`config.mk`:
```
export PLATFORM = sky130hd
export DESIGN_NAME = osl_output_ctrl
export DESIGN_NICKNAME = d
export VERILOG_FILES = /design/src/common/osl_pkg.sv /design/src/verilog/osl_output_ctrl.sv
export SDC_FILE = /design/constraint.sdc
export NUM_CORES = 1
export LEC_CHECK = 0
export BUFFER_PORTS_ARGS = -buffer_cell sky130_fd_sc_hd__buf_2
export CAP_MARGIN = 25
export CORE_ASPECT_RATIO = 2
export CORE_MARGIN = 3
export CORE_UTILIZATION = 59
export CTS_CLUSTER_DIAMETER = 100
export DETAILED_ROUTE_END_ITERATION = 8
export PLACE_DENSITY_LB_ADDON = 0.05
export SKIP_LAST_GASP = 1
export SLEW_MARGIN = 20
export SYNTH_ARGS = -nofsm -noshare
export SYNTH_HDL_FRONTEND = slang
export SYNTH_SLANG_ARGS = --single-unit
```
`constraint.sdc`:
```
create_clock -name clk -period 5.4 [get_ports clk]
set_input_delay 0.54 -clock clk [delete_from_list [all_inputs] [get_ports clk]]
set_output_delay 0.54 -clock clk [all_outputs]
set_load 0.01 [all_outputs]
```
`src/common/osl_pkg.sv`:
```
package osl_pkg;
   // ---------------------------------------------------------------
   // Register map
   // ---------------------------------------------------------------
   localparam int ADDR_W = 12;
   localparam logic [11:0] OFS_CTRL = 12'h000;
   localparam logic [11:0] OFS_SLOT_LO = 12'h004;
   localparam logic [11:0] OFS_SLOT_HI = 12'h008;
   localparam logic [11:0] OFS_SCDEF = 12'h00C;
   localparam logic [11:0] OFS_STATUS = 12'h010;
   // ---------------------------------------------------------------
   // Field positions
   // ---------------------------------------------------------------
   localparam int CTRL_LOADDEF = 0;
   localparam int CTRL_LC_BASE = 8;
   localparam int LC_STRIDE = 8;
   localparam int LC_EN = 0;
   localparam int LC_OP = 1;
   localparam int LC_INV = 3;
   localparam int LC_REC = 4;
   localparam int LC_CLOSE = 6;
   localparam int SLOT_STRIDE = 8;
   localparam int SLOT_W = 7;
   localparam int ST_CONTACT = 0;
   localparam int ST_SWITCH = 1;
   localparam int ST_GATE = 4;
   localparam int ST_LCSET = 8;
   localparam int ST_LCVAL = 12;
   localparam int ST_SCENE = 16;
   localparam int SCENE_STORE = 7;
   // ---------------------------------------------------------------
   // Reset values
   // ---------------------------------------------------------------
   localparam logic [31:0] CTRL_RST = 32'h0000_0001;
   localparam logic [31:0] SLOT_RST = 32'h0000_0000;
   localparam logic [7:0] SCDEF_RST = 8'hFF;
   // ---------------------------------------------------------------
   // Types
   // ---------------------------------------------------------------
   typedef enum logic [1:0] {
      OSL_AND = 2'h0,
      OSL_OR = 2'h1,
      OSL_XOR = 2'h2,
      OSL_GATE = 2'h3
   } osl_op_t;
   typedef enum logic [1:0] {
      OSL_NOWRITE = 2'h0,
      OSL_WRITE0 = 2'h1,
      OSL_WRITE1 = 2'h2
   } osl_rec_t;
   typedef struct packed {
      logic valid;
      logic value;
   } osl_bit_tg_t;
   typedef struct packed {
      logic valid;
      logic [7:0] code;
   } osl_scene_tg_t;
endpackage

```
`src/verilog/osl_output_ctrl.sv`:
```
// How it works
// - One scene byte carries number and store flag.
// - Eight slots, number 1..64, zero unused.
// - Matching slots recall or store on telegram.
// - Slot default state ON or OFF, ON default.
// - Option loads defaults after tool reset.
// - Recall restarts timing and recomputes logic.
// - Two logic inputs, each enabled separately.
// - Recompute on value; input one, then two.
// - Operation AND, OR, XOR or GATE.
// - Optional result inversion per stage, default off.
// - Recovery leaves input unwritten, or forces 0/1.
// - Switch holds 0; contact driven at next write.
// - Logic values saved on fail, restored on recovery.
// - Bus reset keeps logic input values.
// - Never-written logic input is bypassed.
// - Gate closing polarity is configurable.
// - Closed gate holds; open gate passes input.
// - Reopened gate holds until new value.
// - Gate forced closed by fail, stays after recovery.
// - Input two has the same options.
// - Stored scene states kept until reset.
//
// The implementer's own choices: the APB register port and the register addresses.
`timescale 1ns/1ps
`default_nettype none
module osl_output_ctrl #(
   parameter int NUM_SLOTS = 8,
   parameter int NUM_LC = 2
) (
   // Clock and reset
   input wire logic clk,
   input wire logic sys_rst,
   // APB slave
   input wire logic psel,
   input wire logic penable,
   input wire logic pwrite,
   input wire logic [osl_pkg::ADDR_W-1:0] paddr,
   input wire logic [31:0] pwdata,
   output logic [31:0] prdata,
   output logic pready,
   output logic pslverr,
   // Telegrams from the building bus
   input wire osl_pkg::osl_scene_tg_t sceneTg,
   input wire osl_pkg::osl_bit_tg_t switchTg,
   input wire osl_pkg::osl_bit_tg_t [NUM_LC-1:0] lcTg,
   // Bus and tool events
   input wire logic busFail,
   input wire logic busRecover,
   input wire logic busReset,
   input wire logic toolReset,
   // Output side
   output logic contactOut,
   output logic switchValue,
   output logic timerRestart,
   output logic [NUM_LC-1:0] gateClosed
);
   import osl_pkg::*;

   // ---------------------------------------------------------------
   // Configuration registers
   // ---------------------------------------------------------------
   logic [31:0] ctrl_r;
   logic [SLOT_W-1:0] slotNum_r [NUM_SLOTS];
   logic [NUM_SLOTS-1:0] scDef_r;
   logic [NUM_SLOTS-1:0] sceneState_r;
   logic [31:0] prdata_r;

   // ---------------------------------------------------------------
   // Object state
   // ---------------------------------------------------------------
   logic switchObj_r;
   logic [NUM_LC-1:0] lcVal_r;
   logic [NUM_LC-1:0] lcSet_r;
   logic [NUM_LC-1:0] savedVal_r;
   logic [NUM_LC-1:0] savedSet_r;
   logic [NUM_LC-1:0] gateForce_r;
   logic [NUM_LC-1:0] gateOut_r;
   logic outState_r;
   logic evalPend_r;
   logic gateUpd_r;
   logic timerRestart_r;

   // ---------------------------------------------------------------
   // APB decode
   // ---------------------------------------------------------------
   wire logic setupPh = psel && !penable;
   wire logic accessPh = psel && penable;
   wire logic hitCtrl = (paddr == OFS_CTRL);
   wire logic hitLo = (paddr == OFS_SLOT_LO);
   wire logic hitHi = (paddr == OFS_SLOT_HI);
   wire logic hitDef = (paddr == OFS_SCDEF);
   wire logic hitStat = (paddr == OFS_STATUS);
   wire logic hitAny = hitCtrl || hitLo || hitHi || hitDef || hitStat;
   wire logic wrEn = accessPh && pwrite;
   wire logic loadDef = ctrl_r[CTRL_LOADDEF];

   // Status writes are refused so software sees a misdirected write.
   assign pready = 1'b1;
   assign pslverr = accessPh && (!hitAny || (pwrite && hitStat));
   assign prdata = prdata_r;
   logic [31:0] slotLoWord;
   logic [31:0] slotHiWord;
   logic [31:0] statWord;
   logic [31:0] readMux;
   always_comb begin
      slotLoWord = '0;
      slotHiWord = '0;
      for (int k = 0; k < 4; k++) begin
         slotLoWord[k*SLOT_STRIDE +: SLOT_W] = slotNum_r[k];
         slotHiWord[k*SLOT_STRIDE +: SLOT_W] = slotNum_r[k+4];
      end
      statWord = '0;
      statWord[ST_CONTACT] = outState_r;
      statWord[ST_SWITCH] = switchObj_r;
      statWord[ST_GATE +: NUM_LC] = gateClosed;
      statWord[ST_LCSET +: NUM_LC] = lcSet_r;
      statWord[ST_LCVAL +: NUM_LC] = lcVal_r;
      statWord[ST_SCENE +: NUM_SLOTS] = sceneState_r;
      if (hitCtrl) begin
         readMux = ctrl_r;
      end else if (hitLo) begin
         readMux = slotLoWord;
      end else if (hitHi) begin
         readMux = slotHiWord;
      end else if (hitDef) begin
         readMux = {{(32-NUM_SLOTS){1'b0}}, scDef_r};
      end else if (hitStat) begin
         readMux = statWord;
      end else begin
         readMux = '0;
      end
   end

   always_ff @(posedge clk or posedge sys_rst) begin
      if (sys_rst) begin
         ctrl_r <= CTRL_RST;
         scDef_r <= SCDEF_RST[NUM_SLOTS-1:0];
         prdata_r <= '0;
         for (int k = 0; k < NUM_SLOTS; k++) begin
            slotNum_r[k] <= SLOT_RST[SLOT_W-1:0];
         end
      end else begin
         if (setupPh && !pwrite) begin
            prdata_r <= readMux;
         end
         if (wrEn && hitCtrl) begin
            ctrl_r <= pwdata;
         end
         if (wrEn && hitDef) begin
            scDef_r <= pwdata[NUM_SLOTS-1:0];
         end
         for (int k = 0; k < 4; k++) begin
            if (wrEn && hitLo) begin
               slotNum_r[k] <= pwdata[k*SLOT_STRIDE +: SLOT_W];
            end
            if (wrEn && hitHi) begin
               slotNum_r[k+4] <= pwdata[k*SLOT_STRIDE +: SLOT_W];
            end
         end
      end
   end

   // ---------------------------------------------------------------
   // Scene decode
   // ---------------------------------------------------------------
   // The low six bits carry N-1, so the slot number is one higher.
   wire logic sceneStore = sceneTg.code[SCENE_STORE];
   wire logic [SLOT_W-1:0] sceneNo = {1'b0, sceneTg.code[5:0]} + 7'h01;
   logic [NUM_SLOTS-1:0] slotHit;

   genvar gs;
   generate
      for (gs = 0; gs < NUM_SLOTS; gs++) begin : g_slot
         assign slotHit[gs] = sceneTg.valid && (slotNum_r[gs] != '0)
                            && (slotNum_r[gs] == sceneNo);
      end
   endgenerate
   wire logic recallHit = (|slotHit) && !sceneStore;
   wire logic storeHit = (|slotHit) && sceneStore;
   logic recallVal;
   always_comb begin
      recallVal = 1'b0;
      for (int k = NUM_SLOTS - 1; k >= 0; k--) begin
         if (slotHit[k]) begin
            recallVal = sceneState_r[k];
         end
      end
   end

   always_ff @(posedge clk or posedge sys_rst) begin
      if (sys_rst) begin
         sceneState_r <= SCDEF_RST[NUM_SLOTS-1:0];
      end else if (toolReset && loadDef) begin
         sceneState_r <= scDef_r;
      end else if (storeHit) begin
         for (int k = 0; k < NUM_SLOTS; k++) begin
            if (slotHit[k]) begin
               sceneState_r[k] <= outState_r;
            end
         end
      end
   end

   // ---------------------------------------------------------------
   // Logic stages
   // ---------------------------------------------------------------
   function automatic logic stage_f(input logic a, input logic b,
                                    input logic act, input logic inv,
                                    input osl_op_t op, input logic gq);
      logic r;
      r = a;
      case (op)
         OSL_AND: r = a & b;
         OSL_OR: r = a | b;
         OSL_XOR: r = a ^ b;
         default: r = gq;
      endcase
      stage_f = act ? (r ^ inv) : a;
   endfunction
   logic [NUM_LC:0] stageIn;
   logic [NUM_LC-1:0] gateQ;
   logic [NUM_LC-1:0] lcEn;
   logic [NUM_LC-1:0] lcInv;
   logic [NUM_LC-1:0] lcClose;
   logic [NUM_LC-1:0] lcForce;
   logic [NUM_LC-1:0] lcForceVal;
   logic [NUM_LC-1:0] lcWr;
   assign stageIn[0] = switchObj_r;
   genvar gl;
   generate
      for (gl = 0; gl < NUM_LC; gl++) begin : g_lc
         localparam int B = CTRL_LC_BASE + gl * LC_STRIDE;
         wire osl_op_t op = osl_op_t'(ctrl_r[B+LC_OP +: 2]);
         wire osl_rec_t rec = osl_rec_t'(ctrl_r[B+LC_REC +: 2]);
         assign lcEn[gl] = ctrl_r[B+LC_EN];
         assign lcInv[gl] = ctrl_r[B+LC_INV];
         assign lcClose[gl] = ctrl_r[B+LC_CLOSE];
         assign lcForce[gl] = (rec != OSL_NOWRITE);
         assign lcForceVal[gl] = (rec == OSL_WRITE1);
         assign lcWr[gl] = lcTg[gl].valid;
         assign gateClosed[gl] = gateForce_r[gl]
            || (lcSet_r[gl] && (lcVal_r[gl] == lcClose[gl]));
         // A closed gate keeps its held value; an open one takes a
         // new value only when one arrives.
         assign gateQ[gl] = (gateUpd_r && !gateClosed[gl])
            ? stageIn[gl] : gateOut_r[gl];
         assign stageIn[gl+1] = stage_f(stageIn[gl], lcVal_r[gl],
            lcEn[gl] && lcSet_r[gl], lcInv[gl], op, gateQ[gl]);
      end
   endgenerate

   // ---------------------------------------------------------------
   // Object updates
   // ---------------------------------------------------------------
   wire logic anyForce = busRecover && |(lcForce & lcEn);
   wire logic switchEvt = switchTg.valid || recallHit;
   wire logic evalEvt = switchEvt || (|lcWr) || anyForce;
   always_ff @(posedge clk or posedge sys_rst) begin
      if (sys_rst) begin
         switchObj_r <= 1'b0;
         lcVal_r <= '0;
         lcSet_r <= '0;
         savedVal_r <= '0;
         savedSet_r <= '0;
         gateForce_r <= '0;
      end else begin
         if (busFail) begin
            savedVal_r <= lcVal_r;
            savedSet_r <= lcSet_r;
         end
         if (busRecover || busReset) begin
            switchObj_r <= 1'b0;
         end
         if (switchTg.valid) begin
            switchObj_r <= switchTg.value;
         end
         if (recallHit) begin
            switchObj_r <= recallVal;
         end
         for (int i = 0; i < NUM_LC; i++) begin
            if (busRecover) begin
               lcVal_r[i] <= lcForce[i] ? lcForceVal[i]
                           : savedVal_r[i];
               lcSet_r[i] <= lcForce[i] || savedSet_r[i];
            end
            if (lcWr[i]) begin
               lcVal_r[i] <= lcTg[i].value;
               lcSet_r[i] <= 1'b1;
               gateForce_r[i] <= 1'b0;
            end
            // Failure is applied last so it wins over a same-cycle write.
            if (busFail) begin
               gateForce_r[i] <= 1'b1;
            end
         end
      end
   end
   // Bus reset leaves the logic objects alone and only clears the
   // switch object above.
   always_ff @(posedge clk or posedge sys_rst) begin
      if (sys_rst) begin
         evalPend_r <= 1'b0;
         gateUpd_r <= 1'b0;
         timerRestart_r <= 1'b0;
         outState_r <= 1'b0;
         gateOut_r <= '0;
      end else begin
         evalPend_r <= evalEvt;
         gateUpd_r <= switchEvt;
         timerRestart_r <= recallHit;
         if (evalPend_r) begin
            outState_r <= stageIn[NUM_LC];
            gateOut_r <= gateQ;
         end
      end
   end

   assign contactOut = outState_r;
   assign switchValue = switchObj_r;
   assign timerRestart = timerRestart_r;
   // ---------------------------------------------------------------
   // Checks
   // ---------------------------------------------------------------
   a_recall_restart: assert property (@(posedge clk) disable iff (sys_rst)
      recallHit |=> timerRestart)
      else $error("Recall did not restart timing.");
   a_plain_switch: assert property (@(posedge clk) disable iff (sys_rst)
      (switchTg.valid && !sceneTg.valid && !busRecover && !busReset
       && lcEn == '0) ##1 !evalEvt |=> contactOut == $past(switchTg.value, 2))
      else $error("Switch value did not reach contact.");
   a_store_capture: assert property (@(posedge clk) disable iff (sys_rst)
      (storeHit && slotHit[0] && !toolReset)
      |=> sceneState_r[0] == $past(outState_r))
      else $error("Store missed the output state.");
   a_default_load: assert property (@(posedge clk) disable iff (sys_rst)
      (toolReset && loadDef) |=> sceneState_r == $past(scDef_r))
      else $error("Defaults not loaded after tool reset.");
   a_reset_keeps: assert property (@(posedge clk) disable iff (sys_rst)
      (busReset && !busRecover && lcWr == '0)
      |=> lcVal_r == $past(lcVal_r))
      else $error("Bus reset changed logic values.");
   a_fail_closes: assert property (@(posedge clk) disable iff (sys_rst)
      busFail |=> gateClosed == {NUM_LC{1'b1}})
      else $error("Gate not closed after failure.");
   a_recover_restore: assert property (@(posedge clk)
      disable iff (sys_rst)
      (busRecover && !lcForce[0] && !lcWr[0] && !busFail)
      |=> lcVal_r[0] == $past(savedVal_r[0]))
      else $error("Logic input one not restored.");
   a_recover_zero: assert property (@(posedge clk) disable iff (sys_rst)
      (busRecover && !switchEvt) |=> !switchValue)
      else $error("Switch object not zero after recovery.");
   a_gate_hold: assert property (@(posedge clk) disable iff (sys_rst)
      (evalPend_r && gateClosed[0])
      |=> gateOut_r[0] == $past(gateOut_r[0]))
      else $error("Closed gate changed its output.");

endmodule // osl_output_ctrl
`default_nettype wire

```
==> reports/metrics.csv <==
metric,value,unit
status,completed,
ios,107,
hold_viol,0,
tightestPinTransition,0.952,ns
async_flop_share,100,%
antenna_found_initial,1,
relSlewSlack,36.5,%
crit_path_start_kind,input port,
period_needed,3.37,ns
fp.dieH,175,um
start_util,60.3,%
switching_share,25.5,%
placed_cell_area,8990,um^2
drt_iter0_drc,464,
drc,0,
die_w,90.3,um
slowest_delay,0.57,ns
synth_edf_count,0,
num-nets-final,928,
power.internal,1.97,mW
worst_setup_path_end_kind,flip-flop,
drive_gt1_share,28.8,%
drtPass1Iterations,7,
dieArea,15800,um^2
fin_crit_sh,62.5,%
num_vias,6638,
drv_slew,0,
path_cells,buf_2 > ha_1 > nand2_1 > a22o_1 > a2111oi_0 > o211a_1 > a211oi_2 > a41oi_2 > o22ai_1 > a31oi_1,
mostFrequentLayoutCells,"dfrtp_1, buf_2, nand2_1",
grt_pass1_wl,39000,um
setup_tns,0,ns
finClkSkew,0.0287,ns
leakagePower,4.57,nW
ys_ff_latch,153,
io_buffer_count,104,
worstPathArrival,3.70,ns
dpl.hpwl,18500,um
place_congestion,0.927,
clk_latency,0.43,ns
p_switching,0.676,mW
cts_sinks,153,
ant_nets,0,
seqPwrFrac,44.9,%
cts_setup_buffers,0,
crit_fanout,12,
routedWlPerCell,23.3,um
setup_viol,0,
ctsResizeCount,0,
grt_max_degree,105,
vdd_drop_max,0.231,mV
clk_pin_slew,0.07,ns
clock_path_buffers,2,
core_area,13900,um^2
grt_usage,32.5,%
synth_flop_cell,dfrtp_1,
synthDistinctLibCells,83,
first_global_vias,6995,
fin_area,9610,um^2
synthToLayoutAreaGrowth,14.6,%
synth_cells,769,
avgViaCountPerCell,6.27,
holdBufCountCts,0,
grt.overflow.total,0,
h-tree-depth,4,
final_common_cell,dfrtp_1,
routed_wl,24700,um
combPwrFrac,8.4,%
pwr-share-clk,46.7,%
slowest_stage,a2111oi_0,
cts_tree,built,
syn_nets,842,
syn_area,8380,um^2
ys_warn_count,0,
root_buffer,clkbuf_16,
worstSetupPathType,in2reg,
rsz0062_at_grt,false,
powerDensity,276,nW/um^2
cts_made_buffers,17,
fp-row-count,61,
holdCritPathClass,in2async,
worstPathRequired,5.73,ns
avgSynthCellArea,10.9,um^2
synth-seq-area-share,45.9,%
max_cap_violations,0,
fmax,296,MHz
[synthesized netlist by cell type, types with 9 or more instances]
library cell  count  area (um^2)
nor2_1           35          131
nand2b_1          9         56.3
nor4_1           10         62.6
nor3_1           10         50.1
a221o_1          11          110
dfstp_2          17          447
o31ai_1          14          105
o21ai_0          21          105
o21ai_1          23          115
dfrtp_1         136         3400
mux2_1           39          439
a21oi_1          26          130
mux2_2           61          687
nand3_1          13         65.1
buf_2            13         65.1
clkbuf_1         18         67.6
mux2i_1          21          210
nand2_1          78          293
xnor2_1          22          193
inv_1            15         56.3
xor2_1           15          131
[logic make-up after synthesis]
family	Yosys count	share of synthesized area, %
XOR/XNOR	47	6.54
AO/OA/AOI/OAI	159	13.1
buffers and inverters	64	3.60
flip-flops	153	45.9
other	1	0.0447
AND/OR/NAND/NOR	216	13.5
adder cells (fa/ha/maj)	6	0.866
multiplexers	123	16.4
[metal layers]
| metal | vias up | track usage (%) | wire (um) |
|---|---|---|---|
| met2 | 246 | 59.9 | 13700 |
| met5 | - | 0 | 0 |
| met1 | 3308 | 34.0 | 8580 |
| met3 | 90 | 3.81 | 808 |
| met4 | 0 | 22.0 | 1620 |
| li1 | 2994 | - | - |
[flip-flops by register name (all words and copies together), names as in the netlist, 2 cells and up]
register / count
slotHiWord: 28
slotLoWord: 28
ctrl_r: 32
lcVal_r: 2
gateForce_r: 2
prdata: 32
sceneState_r: 8
savedSet_r: 2
gateOut_r: 2
scDef_r: 8
lcSet_r: 2
savedVal_r: 2
[worst max-delay path: cells and delay by family]
| family | cells | cell delay (ns) |
|---|---|---|
| compound gates | 7 | 1.90 |
| simple gates | 1 | 0.34 |
| fa+ha+maj | 1 | 0.54 |
| buf+inv | 1 | 0.36 |
[power by group through the flow]
stage | logic (mW) | clock network, mW | registers, mW
after floorplan | 0.139 | 0 | 1.20
after global placement | 0.214 | 0 | 1.21
after detailed placement | 0.222 | 0 | 1.21
after CTS | 0.223 | 1.25 | 1.19
after global routing | 0.243 | 1.31 | 1.19
final | 0.222 | 1.24 | 1.19
[final timing paths]
check                                                 end  slack, ns  cells past startpoint                    start
min in group clk                   lcVal_r[0]$_DFFE_PP0P_       0.33                      2                  lcTg[0]
worst min register to register     prdata[16]$_DFFE_PP0P_       0.47                      2   prdata[16]$_DFFE_PP0P_
worst min-delay path            savedSet_r[1]$_DFFE_PP0P_       0.31                      2                  sys_rst
worst max register to register     contactOut$_DFFE_PP0P_       2.34                     14  switchValue$_DFFE_PP0P_
worst max-delay path              switchValue$_DFFE_PP0P_       2.03                     10               sceneTg[0]
max in group asynchronous           ctrl_r[6]$_DFFE_PP0P_       3.88                      3                  sys_rst
[per-stage QoR]
step           cells  utilization [%]  power (mW)  hold WS [ns]  setup slack [ns]
2_1_floorplan    769                -        1.34         0.448             0.767
3_3_place_gp    1025             64.7        1.42         0.459              1.72
3_5_place_dp    1025             64.7        1.43         0.460              1.69
4_1_cts         1057             69.1        2.67         0.329              2.09
5_1_grt         1058             69.2        2.74         0.341              1.84
6_report        1058             69.2        2.65         0.310              2.03
[cell type report]
| cell class | instances | area, um^2 |
|---|---|---|
| timing repair buffer | 114 | 596 |
| tap | 189 | 236 |
| multi-input combinational | 552 | 4240 |
| clock buffer | 19 | 453 |
| sequential | 153 | 3850 |
| antenna | 1 | 2.50 |
| fill | 1099 | 4280 |
| clock inverter | 13 | 158 |
| inverter | 17 | 68.8 |
Power figures use the tool's default switching activity.
